File: src/alu_regs.svh
`ifndef ALU_REGS_SVH
`define ALU_REGS_SVH

// ----------------------------------------------------------------------
// Status flag bit positions
// ----------------------------------------------------------------------
`define FLAG_C_POS        3'd0
`define FLAG_Z_POS        3'd1
`define FLAG_N_POS        3'd2
`define FLAG_V_POS        3'd3
`define FLAG_S_POS        3'd4
`define FLAG_H_POS        3'd5
`define FLAG_T_POS        3'd6
`define FLAG_I_POS        3'd7

// ----------------------------------------------------------------------
// Reset values and register-port offsets
// ----------------------------------------------------------------------
`define STATUS_RESET      8'h00
`define PC_RESET          16'h0000
`define REG_STATUS_OFS    8'h00
`define REG_PC_OFS        8'h01
`define REG_LAST_OFS      8'h02

// ----------------------------------------------------------------------
// Opcode patterns and cycle counts
// ----------------------------------------------------------------------
`define OPC_NOP           16'h0000
`define OPC_SLEEP         16'h9588
`define OPC_KICK          16'h95a8
`define WORD_ADD_CYCLES   2'd2
`define BRANCH_CYCLES     2'd2

`endif

File: src/alu_pkg.sv
package alu_pkg;

    typedef enum logic [4:0] {
        OP_NONE  = 5'b0_0001,
        OP_ADD8  = 5'b0_0010,
        OP_LOGIC = 5'b0_0100,
        OP_WORD  = 5'b0_1000,
        OP_OTHER = 5'b1_0000
    } op_class_type;

    typedef enum logic [1:0] {
        ST_RUN  = 2'b01,
        ST_WAIT = 2'b10
    } exec_state_type;

    typedef struct packed {
        logic [7:0] result;
        logic       half;
        logic       carry;
        logic       over;
    } add_res_type;

endpackage : alu_pkg

File: src/alu_add_if.sv
`timescale 1ns/1ps
interface alu_add_if;
    logic [7:0] a;
    logic [7:0] b;
    logic       cin;
    alu_pkg::add_res_type res;
    modport core  (output a, output b, output cin, input res);
    modport adder (input a, input b, input cin, output res);
endinterface : alu_add_if

File: src/alu_adder8.sv
`timescale 1ns/1ps
module alu_adder8
    import alu_pkg::*;
(
    alu_add_if.adder port_if
);
    logic [8:0] sum;
    logic [4:0] low;

    // -------------------------------------------------------------------
    // Eight-bit add with carry, half-carry and overflow outputs
    // -------------------------------------------------------------------
    always_comb begin
        sum = {1'b0, port_if.a} + {1'b0, port_if.b} + {8'h00, port_if.cin};
        low = {1'b0, port_if.a[3:0]} + {1'b0, port_if.b[3:0]}
              + {4'h0, port_if.cin};
        port_if.res.result = sum[7:0];
        port_if.res.half   = low[4]; // RULE_03
        port_if.res.carry  = sum[8]; // RULE_06
        port_if.res.over   = (port_if.a[7] == port_if.b[7])
                             && (sum[7] != port_if.a[7]); // RULE_04
    end
endmodule : alu_adder8

File: src/alu_flag_unit.sv
// Functional notes
// RULE_01: Add-with-carry writes Rd plus Rr plus carry into Rd.
// RULE_02: Plain add writes Rd plus Rr into Rd, carry ignored.
// RULE_03: Half-carry set on carry out of bit 3 for 8-bit adds.
// RULE_04: Overflow set when operands share sign and result sign differs.
// RULE_05: N is bit 7, Z when result zero, S is N xor V.
// RULE_06: Carry set on carry out of bit 7 for 8-bit adds.
// RULE_07: Word add adds 0..63 to pair 24/26/28/30, two cycles.
// RULE_08: Word add Z on 16-bit zero, V and C from bit 15 rules.
// RULE_09: Register AND stores Rd and Rr, clears V, keeps H and C.
// RULE_10: Immediate AND on r16..r31 with split 8-bit constant.
// RULE_11: Arithmetic shift right keeps bit 7, carry gets old bit 0.
// RULE_12: After shift, V equals N xor C.
// RULE_13: Flag clear zeroes exactly the selected flag bit.
// RULE_14: Flag bits: I7 T6 H5 S4 V3 N2 Z1 C0.
// RULE_15: Bit load copies T into selected destination bit only.
// RULE_16: Branch on cleared flag jumps to PC plus offset plus one.
// RULE_17: Branch offset is 7-bit signed, sign extended.
// RULE_18: Branch takes one cycle if not taken, two if taken.
// RULE_19: Other operations advance PC by one in one cycle.
// RULE_20: No-op, sleep and watchdog kick change nothing here.
//
// The implementer's own choices: the address-and-strobe port and the placing of the registers.
`timescale 1ns/1ps
`include "alu_regs.svh"
module alu_flag_unit
    import alu_pkg::*;
(
    // Clock and reset
    input  wire logic        core_clk_in,
    input  wire logic        rst_in,
    // Instruction issue
    input  wire logic        instr_valid_in,
    input  wire logic [15:0] instr_in,
    // Register port
    input  wire logic [7:0]  reg_addr_in,
    input  wire logic [7:0]  reg_wdata_in,
    input  wire logic        reg_wr_in,
    input  wire logic        reg_rd_in,
    output logic      [7:0]  reg_rdata_out,
    // Core state
    output logic      [7:0]  status_flags_out,
    output logic      [15:0] pc_out,
    output logic             busy_out,
    output logic             retire_out,
    output logic             sleep_req_out,
    output logic             watchdog_kick_op_out
);

    typedef struct packed {
        exec_state_type state;
        logic [7:0]     flags;
        logic [15:0]    pc;
        logic [15:0]    pend_pc;
        logic [4:0]     pend_idx;
        logic [15:0]    pend_word;
        logic           pend_wr;
        logic [7:0]     rdata;
        logic           retire;
        logic           sleep;
        logic           kick;
    } state_type;

    state_type   cur_r;
    state_type   cur_nxt;
    logic [7:0]  gpr_r [0:31];
    logic        wr_en;
    logic [4:0]  wr_idx;
    logic [7:0]  wr_val;
    logic        wr2_en;
    logic [7:0]  wr2_val;

    alu_add_if add_if ();

    alu_adder8 u_adder (
        .port_if (add_if.adder)
    );

    // -------------------------------------------------------------------
    // Opcode fields
    // -------------------------------------------------------------------
    logic [4:0]  rd_idx;
    logic [4:0]  rr_idx;
    logic [4:0]  hi_idx;
    logic [4:0]  pair_idx;
    logic [7:0]  imm8;
    logic [5:0]  imm6;
    logic [2:0]  sel3;
    logic [15:0] offs;
    logic [7:0]  rd_val;
    logic [7:0]  rr_val;
    logic [15:0] pair_val;
    logic [15:0] word_sum;

    always_comb begin
        rd_idx   = instr_in[8:4];
        rr_idx   = {instr_in[9], instr_in[3:0]};
        hi_idx   = {1'b1, instr_in[7:4]}; // RULE_10
        pair_idx = {2'b11, instr_in[5:4], 1'b0}; // RULE_07
        imm8     = {instr_in[11:8], instr_in[3:0]}; // RULE_10
        imm6     = {instr_in[7:6], instr_in[3:0]};
        sel3     = instr_in[2:0];
        offs     = {{9{instr_in[9]}}, instr_in[9:3]}; // RULE_17
        rd_val   = gpr_r[rd_idx];
        rr_val   = gpr_r[rr_idx];
        pair_val = {gpr_r[pair_idx + 5'd1], gpr_r[pair_idx]};
        word_sum = pair_val + {10'h000, imm6};
    end

    assign add_if.a   = rd_val;
    assign add_if.b   = rr_val;
    assign add_if.cin = (instr_in[15:10] == 6'b0001_11)
                        ? cur_r.flags[`FLAG_C_POS] : 1'b0; // RULE_01 RULE_02

    // -------------------------------------------------------------------
    // Opcode classes
    // -------------------------------------------------------------------
    logic        is_add;
    logic        is_and;
    logic        is_andi;
    logic        is_asr;
    logic        is_wadd;
    logic        is_bclr;
    logic        is_bld;
    logic        is_brbc;
    logic        is_sleep;
    logic        is_kick;

    // Each class is decoded on its full fixed field, so neighbouring
    // opcodes outside this block fall through as plain no-operations.
    always_comb begin
        is_add   = (instr_in[15:10] == 6'b0000_11)
                   || (instr_in[15:10] == 6'b0001_11); // RULE_01 RULE_02
        is_and   = (instr_in[15:10] == 6'b0010_00); // RULE_09
        is_andi  = (instr_in[15:12] == 4'b0111); // RULE_10
        is_asr   = (instr_in[15:9] == 7'b1001_010)
                   && (instr_in[3:0] == 4'b0101); // RULE_11
        is_wadd  = (instr_in[15:8] == 8'h96); // RULE_07
        is_bclr  = (instr_in[15:7] == 9'b1001_0100_1)
                   && (instr_in[3:0] == 4'b1000); // RULE_13
        is_bld   = (instr_in[15:9] == 7'b1111_100)
                   && (instr_in[3] == 1'b0); // RULE_15
        is_brbc  = (instr_in[15:10] == 6'b1111_01); // RULE_16
        is_sleep = (instr_in == `OPC_SLEEP); // RULE_20
        is_kick  = (instr_in == `OPC_KICK); // RULE_20
    end

    // -------------------------------------------------------------------
    // Execute
    // -------------------------------------------------------------------
    always_comb begin
        logic [7:0] res;
        logic [7:0] f;
        logic       set_nz;
        res      = 8'h00;
        f        = cur_r.flags;
        set_nz   = 1'b0;
        cur_nxt  = cur_r;
        cur_nxt.retire = 1'b0;
        cur_nxt.sleep  = 1'b0;
        cur_nxt.kick   = 1'b0;
        cur_nxt.rdata  = 8'h00;
        wr_en    = 1'b0;
        wr_idx   = rd_idx;
        wr_val   = 8'h00;
        wr2_en   = 1'b0;
        wr2_val  = 8'h00;
        case (cur_r.state)
        ST_RUN: begin
            if (instr_valid_in) begin
                cur_nxt.pc     = cur_r.pc + 16'h0001; // RULE_19
                cur_nxt.retire = 1'b1;
                if (is_add) begin
                    res   = add_if.res.result; // RULE_01 RULE_02
                    wr_en = 1'b1;
                    f[`FLAG_H_POS] = add_if.res.half; // RULE_03
                    f[`FLAG_V_POS] = add_if.res.over; // RULE_04
                    f[`FLAG_C_POS] = add_if.res.carry; // RULE_06
                    set_nz = 1'b1;
                end else if (is_and) begin
                    res   = rd_val & rr_val; // RULE_09
                    wr_en = 1'b1;
                    f[`FLAG_V_POS] = 1'b0; // RULE_09
                    set_nz = 1'b1;
                end else if (is_andi) begin
                    res    = gpr_r[hi_idx] & imm8; // RULE_10
                    wr_idx = hi_idx;
                    wr_en  = 1'b1;
                    f[`FLAG_V_POS] = 1'b0; // RULE_10
                    set_nz = 1'b1;
                end else if (is_asr) begin
                    res   = {rd_val[7], rd_val[7:1]}; // RULE_11
                    wr_en = 1'b1;
                    f[`FLAG_C_POS] = rd_val[0]; // RULE_11
                    f[`FLAG_V_POS] = res[7] ^ rd_val[0]; // RULE_12
                    set_nz = 1'b1;
                end else if (is_wadd) begin
                    cur_nxt.state     = ST_WAIT; // RULE_07
                    cur_nxt.pend_pc   = cur_r.pc + 16'h0001;
                    cur_nxt.pend_idx  = pair_idx;
                    cur_nxt.pend_word = word_sum;
                    cur_nxt.pend_wr   = 1'b1;
                    cur_nxt.pc        = cur_r.pc;
                    cur_nxt.retire    = 1'b0;
                    f[`FLAG_V_POS] = ~pair_val[15] & word_sum[15]; // RULE_08
                    f[`FLAG_C_POS] = pair_val[15] & ~word_sum[15]; // RULE_08
                    f[`FLAG_N_POS] = word_sum[15];
                    f[`FLAG_Z_POS] = (word_sum == 16'h0000); // RULE_08
                    f[`FLAG_S_POS] = f[`FLAG_N_POS] ^ f[`FLAG_V_POS];
                end else if (is_bclr) begin
                    f[instr_in[6:4]] = 1'b0; // RULE_13 RULE_14
                end else if (is_bld) begin
                    res = rd_val;
                    res[sel3] = cur_r.flags[`FLAG_T_POS]; // RULE_15
                    wr_en = 1'b1;
                end else if (is_brbc) begin
                    if (!cur_r.flags[sel3]) begin // RULE_16
                        cur_nxt.state   = ST_WAIT; // RULE_18
                        cur_nxt.pend_pc = cur_r.pc + offs + 16'h0001;
                        cur_nxt.pend_wr = 1'b0;
                        cur_nxt.pc      = cur_r.pc;
                        cur_nxt.retire  = 1'b0;
                    end
                end else if (is_sleep) begin
                    cur_nxt.sleep = 1'b1; // RULE_20
                end else if (is_kick) begin
                    cur_nxt.kick = 1'b1; // RULE_20
                end
                if (set_nz) begin
                    f[`FLAG_N_POS] = res[7]; // RULE_05
                    f[`FLAG_Z_POS] = (res == 8'h00); // RULE_05
                    f[`FLAG_S_POS] = res[7] ^ f[`FLAG_V_POS]; // RULE_05
                end
                wr_val = res;
                cur_nxt.flags = f;
            end
        end
        ST_WAIT: begin
            cur_nxt.state  = ST_RUN; // RULE_07 RULE_18
            cur_nxt.pc     = cur_r.pend_pc;
            cur_nxt.retire = 1'b1;
            cur_nxt.pend_wr = 1'b0;
            if (cur_r.pend_wr) begin
                wr_en   = 1'b1;
                wr_idx  = cur_r.pend_idx;
                wr_val  = cur_r.pend_word[7:0];
                wr2_en  = 1'b1;
                wr2_val = cur_r.pend_word[15:8];
            end
        end
        default: begin
            cur_nxt.state = ST_RUN;
        end
        endcase
        // Software status writes land after execution so they take priority.
        if (reg_wr_in && reg_addr_in == `REG_STATUS_OFS) begin
            cur_nxt.flags = reg_wdata_in;
        end
        if (reg_rd_in) begin
            case (reg_addr_in)
            `REG_STATUS_OFS: cur_nxt.rdata = cur_r.flags;
            `REG_PC_OFS:     cur_nxt.rdata = cur_r.pc[7:0];
            `REG_LAST_OFS:   cur_nxt.rdata = cur_r.pc[15:8];
            default:         cur_nxt.rdata = 8'h00;
            endcase
        end
    end

    // -------------------------------------------------------------------
    // State registers
    // -------------------------------------------------------------------
    always_ff @(posedge core_clk_in or posedge rst_in) begin
        if (rst_in) begin
            cur_r           <= '0;
            cur_r.state     <= ST_RUN;
            cur_r.flags     <= `STATUS_RESET;
            cur_r.pc        <= `PC_RESET;
        end else begin
            cur_r <= cur_nxt;
        end
    end

    // -------------------------------------------------------------------
    // Register file
    // -------------------------------------------------------------------
    // The register file has no reset, which keeps it a plain memory;
    // its contents are unknown until instructions load them.
    always_ff @(posedge core_clk_in) begin
        if (wr_en) begin
            gpr_r[wr_idx] <= wr_val;
        end
        if (wr2_en) begin
            gpr_r[wr_idx + 5'd1] <= wr2_val;
        end
    end

    // -------------------------------------------------------------------
    // Outputs
    // -------------------------------------------------------------------
    // Busy is the wait bit of the one-hot state, so no gate sits behind it.
    always_comb begin
        reg_rdata_out        = cur_r.rdata;
        status_flags_out     = cur_r.flags;
        pc_out               = cur_r.pc;
        busy_out             = cur_r.state[1];
        retire_out           = cur_r.retire;
        sleep_req_out        = cur_r.sleep;
        watchdog_kick_op_out = cur_r.kick;
    end

endmodule : alu_flag_unit

File: config.mk
export PLATFORM = sky130hd
export DESIGN_NAME = alu_flag_unit
export DESIGN_NICKNAME = d
export VERILOG_FILES = /design/src/alu_pkg.sv /design/src/alu_add_if.sv /design/src/alu_adder8.sv /design/src/alu_flag_unit.sv
export VERILOG_INCLUDE_DIRS = /design/src
export SDC_FILE = /design/constraint.sdc
export NUM_CORES = 1
export LEC_CHECK = 0
export BUFFER_PORTS_ARGS = -buffer_cell sky130_fd_sc_hd__buf_2
export CORE_MARGIN = 5
export CORE_UTILIZATION = 30
export DETAILED_ROUTE_END_ITERATION = 6
export PLACE_DENSITY_LB_ADDON = 0.12
export SYNTH_ARGS = -nofsm -noshare
export SYNTH_HDL_FRONTEND = slang
export SYNTH_SLANG_ARGS = --single-unit
File: constraint.sdc
create_clock -name core_clk_in -period 7.38 [get_ports core_clk_in]
set_input_delay 0.369 -clock core_clk_in [delete_from_list [all_inputs] [get_ports core_clk_in]]
set_output_delay 0.369 -clock core_clk_in [all_outputs]
set_load 0.02 [all_outputs]
After elaboration in Yosys (flattened, before gate mapping):

Memories as Yosys holds them, arrays and structs flattened.
Cells that the tools add are included.
Widths: inputs -> output; s select.

* flip-flop bits (word level): 73
* latch bits: 0
* RAM bits: 256
* ROM bits: 0
* bits of input ports: 37
* memories kept: 1

Memories
* gpr_r: words 32, width 8, read ports 5, clocked after memory_dff 0, write ports 2, line alu_flag_unit.sv:66 `logic [7:0] gpr_r [0:31];`

* add/sub/neg operators: 10
* $mul: 0
* divide/modulo/power cells: 0
* $lt $le $gt $ge: 4
* eq/ne operators: 46
* shifts and indexed selects: 0
* multiplexer cells: 128
* bitwise gates (word level): 16
* reductions and logical operators: 29

Operators with widths (count)
* $mux 54: 4
* $mux 8: 24
* $mux 32: 5
* $mux 64: 1
* $mux 1: 46
* $mux 2: 17
* $add 16x1->16 const B: 2
* $eq 16x16->1 const B: 2
* $pmux 16 s2: 1
* $mux 3: 10
* $mux 5: 6
* $and 8x8->8: 3
* $pmux 8 s3: 1
* $mux 21: 1
* $reduce_and 7->1: 3
* $reduce_and 10->1: 2
* $add 16x16->16: 1
* $add 16x6->16: 1
* $logic_not 16->1: 1
* $logic_not 8->1: 2
* $ne 2x2->1 const B: 8
* $pmux 8 s2: 1
* $eq 7x7->1 const B: 2
* $mux 4: 3
* other kinds (48): 86

Depth between registers and ports, before layout:

* depth in word-level cells: 26
* depth in mapped cells: 21
* gate-level depth less buffers: 18

Cells and area by module:

A second synthesis with hierarchy kept.

* cells, all modules: 2127
* area, all modules: 22596.7 um^2

Modules (own cells, without submodules)
* alu_flag_unit: instances 1, cells each 2090, area an instance 22277.6 um^2
* alu_adder8: instances 1, cells each 37, area an instance 319.1 um^2

Least setup slack after synthesis:

OpenSTA, ideal clock, no wires.

* path type: input to register
* start: input instr_in[1]
* end: memory gpr_r[13][6] (data pin)
* library setup time: 260 ps
* arrival time: 4307 ps
* data required time: 7120 ps
* slack: 2814 ps
* stages: 20
* path through: clkbuf_1 inv_1 nor3_1 clkbuf_1 clkbuf_1 a22oi_1 nand4_1 o21ai_0 o21ai_0 ha_1 a21o_1 a31o_2 a31oi_1 xnor2_1 a22oi_1 nand3_1 o21ai_0 o21ai_1 clkbuf_1 mux2_2

RTL lines
* from (decl): line alu_flag_unit.sv:34 `input wire logic [15:0] instr_in,`
* to (decl): line alu_flag_unit.sv:66

==> impl_metrics.json <==
{
  "status": "completed",
  "synthArstFlopShare": 0.222,
  "clk_path_buf_depth": 3,
  "drv_slew": 0,
  "hold_path.class": "input port to async pin",
  "final_common_cell": "edfxtp_1",
  "multiInputGateArea_um2": 11900,
  "grt_pass1_wl_um": 146000,
  "nNetsFinal": 2204,
  "fin_ws_ns": 1.86,
  "netlist_instances": 2131,
  "route.detailed.drc": 0,
  "tns_ns": 0,
  "dp_slack_ns": 1.49,
  "vias_per_cell": 6.18,
  "yosys_warnings": 0,
  "crit_path_start": "instr_in[2]",
  "place.gp.congestion": 0.969,
  "synth_edf_count": 256,
  "core_um2": 74600,
  "maxCapViolations": 0,
  "synth_area_um2": 22600,
  "r2r_setup_slack_ns": 2.30,
  "syn_area_per_cell_um2": 10.6,
  "rows": 100,
  "yosys.area.top_type": "edfxtp_1",
  "synthFlopType": "edfxtp_1",
  "tightestPinTransition_ns": 1.36,
  "grt_pass1_vias": 18900,
  "r2r_start": "gpr_r[26][0]$_DFFE_PP_",
  "synth_top_area_frac": 0.340,
  "die_area_um2": 81000,
  "drive_gt1_frac": 0.257,
  "ys_ff_latch": 329,
  "min_period_ns": 5.52,
  "dpl.hpwl_um": 71100,
  "dieHeight_um": 285,
  "clockRootBuffer": "clkbuf_16",
  "clk_latency_ns": 0.60,
  "p_total_mw": 5.59,
  "numClockSinks": 329,
  "end_kind": "flop",
  "ys_seq_area_frac": 0.420,
  "synth_area_leaders": "edfxtp_1, mux2_2, dfrtp_1, mux2i_1, nor2_1",
  "cpPeakStageDelay_ns": 0.58,
  "initial_core_util": 0.303,
  "rr_endpoint": "gpr_r[30][6]$_DFFE_PP_",
  "cts_htree_levels": 2,
  "portBuffers": 72,
  "regArea_um2": 9520,
  "start_kind": "input port",
  "stdcell_area_um2": 25200,
  "powerDensity_nw_per_um2": 222,
  "setup_violations": 0,
  "cellLeakagePower_nw": 9.60,
  "relSlewSlack": 0.0929,
  "ant_nets": 0,
  "hold_viol": 0,
  "drtIter0Drc": 2217,
  "post_cts_buffers": 0,
  "synth.distinct_cells": 99,
  "clk_pin_slew_ns": 0.06,
  "grt_setup_unrepaired": "no",
  "io_pins": 73,
  "skew_ns": 0.0377,
  "dpl-instance-area_um2": 23800,
  "fmax_ghz": 0.181,
  "syn_nets": 2207,
  "cts_inserted_buffers": 42,
  "grt_overflow": 0,
  "antenna_found_initial": 4,
  "crit_chain": "buf_2 -> clkinv_1 -> nor3_2 -> buf_4 -> a22o_1 -> a221oi_1 -> nand4_1 -> o21ai_0 -> o21ai_0 -> ha_1 -> nor2b_1 -> o2111ai_1 -> nand3_1 -> o211ai_1 -> xnor2_1 -> a221o_2 -> a22oi_2 -> buf_4 -> a21oi_1",
  "reg2reg_depth": 20,
  "min_period_over_period": 0.748,
  "wl_per_cell_um": 33.0,
  "path_class": "input port to flop",
  "wl_um": 103000,
  "area_growth_pct": 11.5,
  "critPathArrivalTime_ns": 5.80,
  "drt-pass1-iter-count": 5,
  "worstPathRequired_ns": 7.66,
  "most-common-layout-cells": "edfxtp_1, mux2_2, nor2_1",
  "cp_max_fo": 24,
  "whs_ns": 0.0627,
  "ir_drop_uv": 138,
  "via_count": 19300,
  "grt_start_max_net_pins": 74,
  "grt_use_total": 0.245,
  "cts_tree": "done",
  "num-fill-cells": 7471,
  "die_width_um": 285,
  "cp_slowest_cell": "buf_2",
  "endpoint": "gpr_r[28][7]$_DFFE_PP_"
}
==> metal layers <==
metal | GRT usage | part of all wire | up-vias
met5 | 0 | 0.00033 | -
met4 | 0.0766 | 0.036 | 6
met3 | 0.0583 | 0.091 | 218
met2 | 0.374 | 0.43 | 1108
met1 | 0.345 | 0.44 | 9787
li1 | - | - | 8194
==> synth_stat cells, drive strengths merged (10+ instances only) <==
| cell type | count |
|---|---|
| a221o | 12 |
| xor2 | 20 |
| nor2b | 17 |
| nand3 | 62 |
| nand2 | 125 |
| o21ai | 120 |
| a221oi | 43 |
| ha | 35 |
| nand2b | 16 |
| a22o | 28 |
| o21a | 11 |
| a21oi | 106 |
| a31oi | 17 |
| nor3 | 45 |
| inv | 38 |
| mux2i | 74 |
| and2 | 10 |
| nand4 | 23 |
| dfrtp | 72 |
| o22ai | 17 |
| mux2 | 259 |
| o2bb2ai | 13 |
| nor2 | 187 |
| edfxtp | 256 |
| buf | 98 |
| o221ai | 10 |
| a22oi | 82 |
| mux4 | 28 |
| a211o | 15 |
| and3 | 16 |
| clkbuf | 103 |
| xnor2 | 23 |
| a211oi | 20 |
==> registers in the layout (all words and copies together) (netlist names) <==
signal and count:
retire_out 1, gpr_r 256, busy_out 1, pc_out 16
cur_r 37, status_flags_out 8, sleep_req_out 1, reg_rdata_out 8
watchdog_kick_op_out 1
==> per-stage QoR <==
step                      utilization  instances
after detailed placement        0.319       3047
after floorplan                     -       2131
after global routing            0.338       3126
after CTS                       0.338       3126
final                           0.338       3127
after global placement          0.319       3047
==> cell families (layout without fill, tap and decap cells) <==
group                    after synthesis  in the layout  synth area share
other                                  0              1                 0
AO/OA/AOI/OAI                        573            573             0.178
XOR/XNOR                              43             43            0.0166
buffers and inverters                240            266            0.0554
AND/OR/NAND/NOR                      546            546             0.116
adder cells (fa/ha/maj)               39             39            0.0229
flip-flops                           329            329             0.420
multiplexers                         361            361             0.190
==> worst min path at each step <==
stage                                from                              end
floorplan           cur_r[31]$_DFFE_PP0P_            cur_r[31]$_DFFE_PP0P_
global placement    cur_r[31]$_DFFE_PP0P_            cur_r[31]$_DFFE_PP0P_
detailed placement  cur_r[31]$_DFFE_PP0P_            cur_r[31]$_DFFE_PP0P_
CTS                       reg_wdata_in[1]  status_flags_out[1]$_DFFE_PP0P_
global route              reg_wdata_in[1]  status_flags_out[1]$_DFFE_PP0P_
finish                             rst_in            pc_out[2]$_DFFE_PP0P_
==> where the power goes <==
group | leakage [nW] | total [mW] | switching, mW | internal [mW]
Sequential | 3.36 | 2.20 | 0.131 | 2.07
Combinational | 5.59 | 1.31 | 0.872 | 0.437
Clock | 0.644 | 2.08 | 0.888 | 1.19
==> what timing repair did <==
item | 4_1_cts | 5_1_grt
gates resized for setup | 0 | 0
endpoints found under the hold margin | 6 | 0
hold buffers | 6 | 0
endpoints found under the setup margin | 0 | 0
==> area by class of cell <==
| class | count | area share |
|---|---|---|
| Antenna cell | 1 | 0.0000992 |
| Clock buffer | 48 | 0.0426 |
| Clock inverter | 25 | 0.0107 |
| Inverter | 39 | 0.00585 |
| Multi-Input combinational cell | 1562 | 0.473 |
| Sequential cell | 329 | 0.378 |
| Tap cell | 969 | 0.0481 |
| Timing Repair Buffer | 154 | 0.0421 |
==> critical path, delay by kind of cell <==
family / cells / cell delay, ns
fa+ha+maj: 1 / 0.30
xor+xnor: 1 / 0.12
simple gates: 4 / 0.62
compound gates: 9 / 2.38
buf+inv: 4 / 1.96
Note: power is estimated with default switching activity, not from simulation.
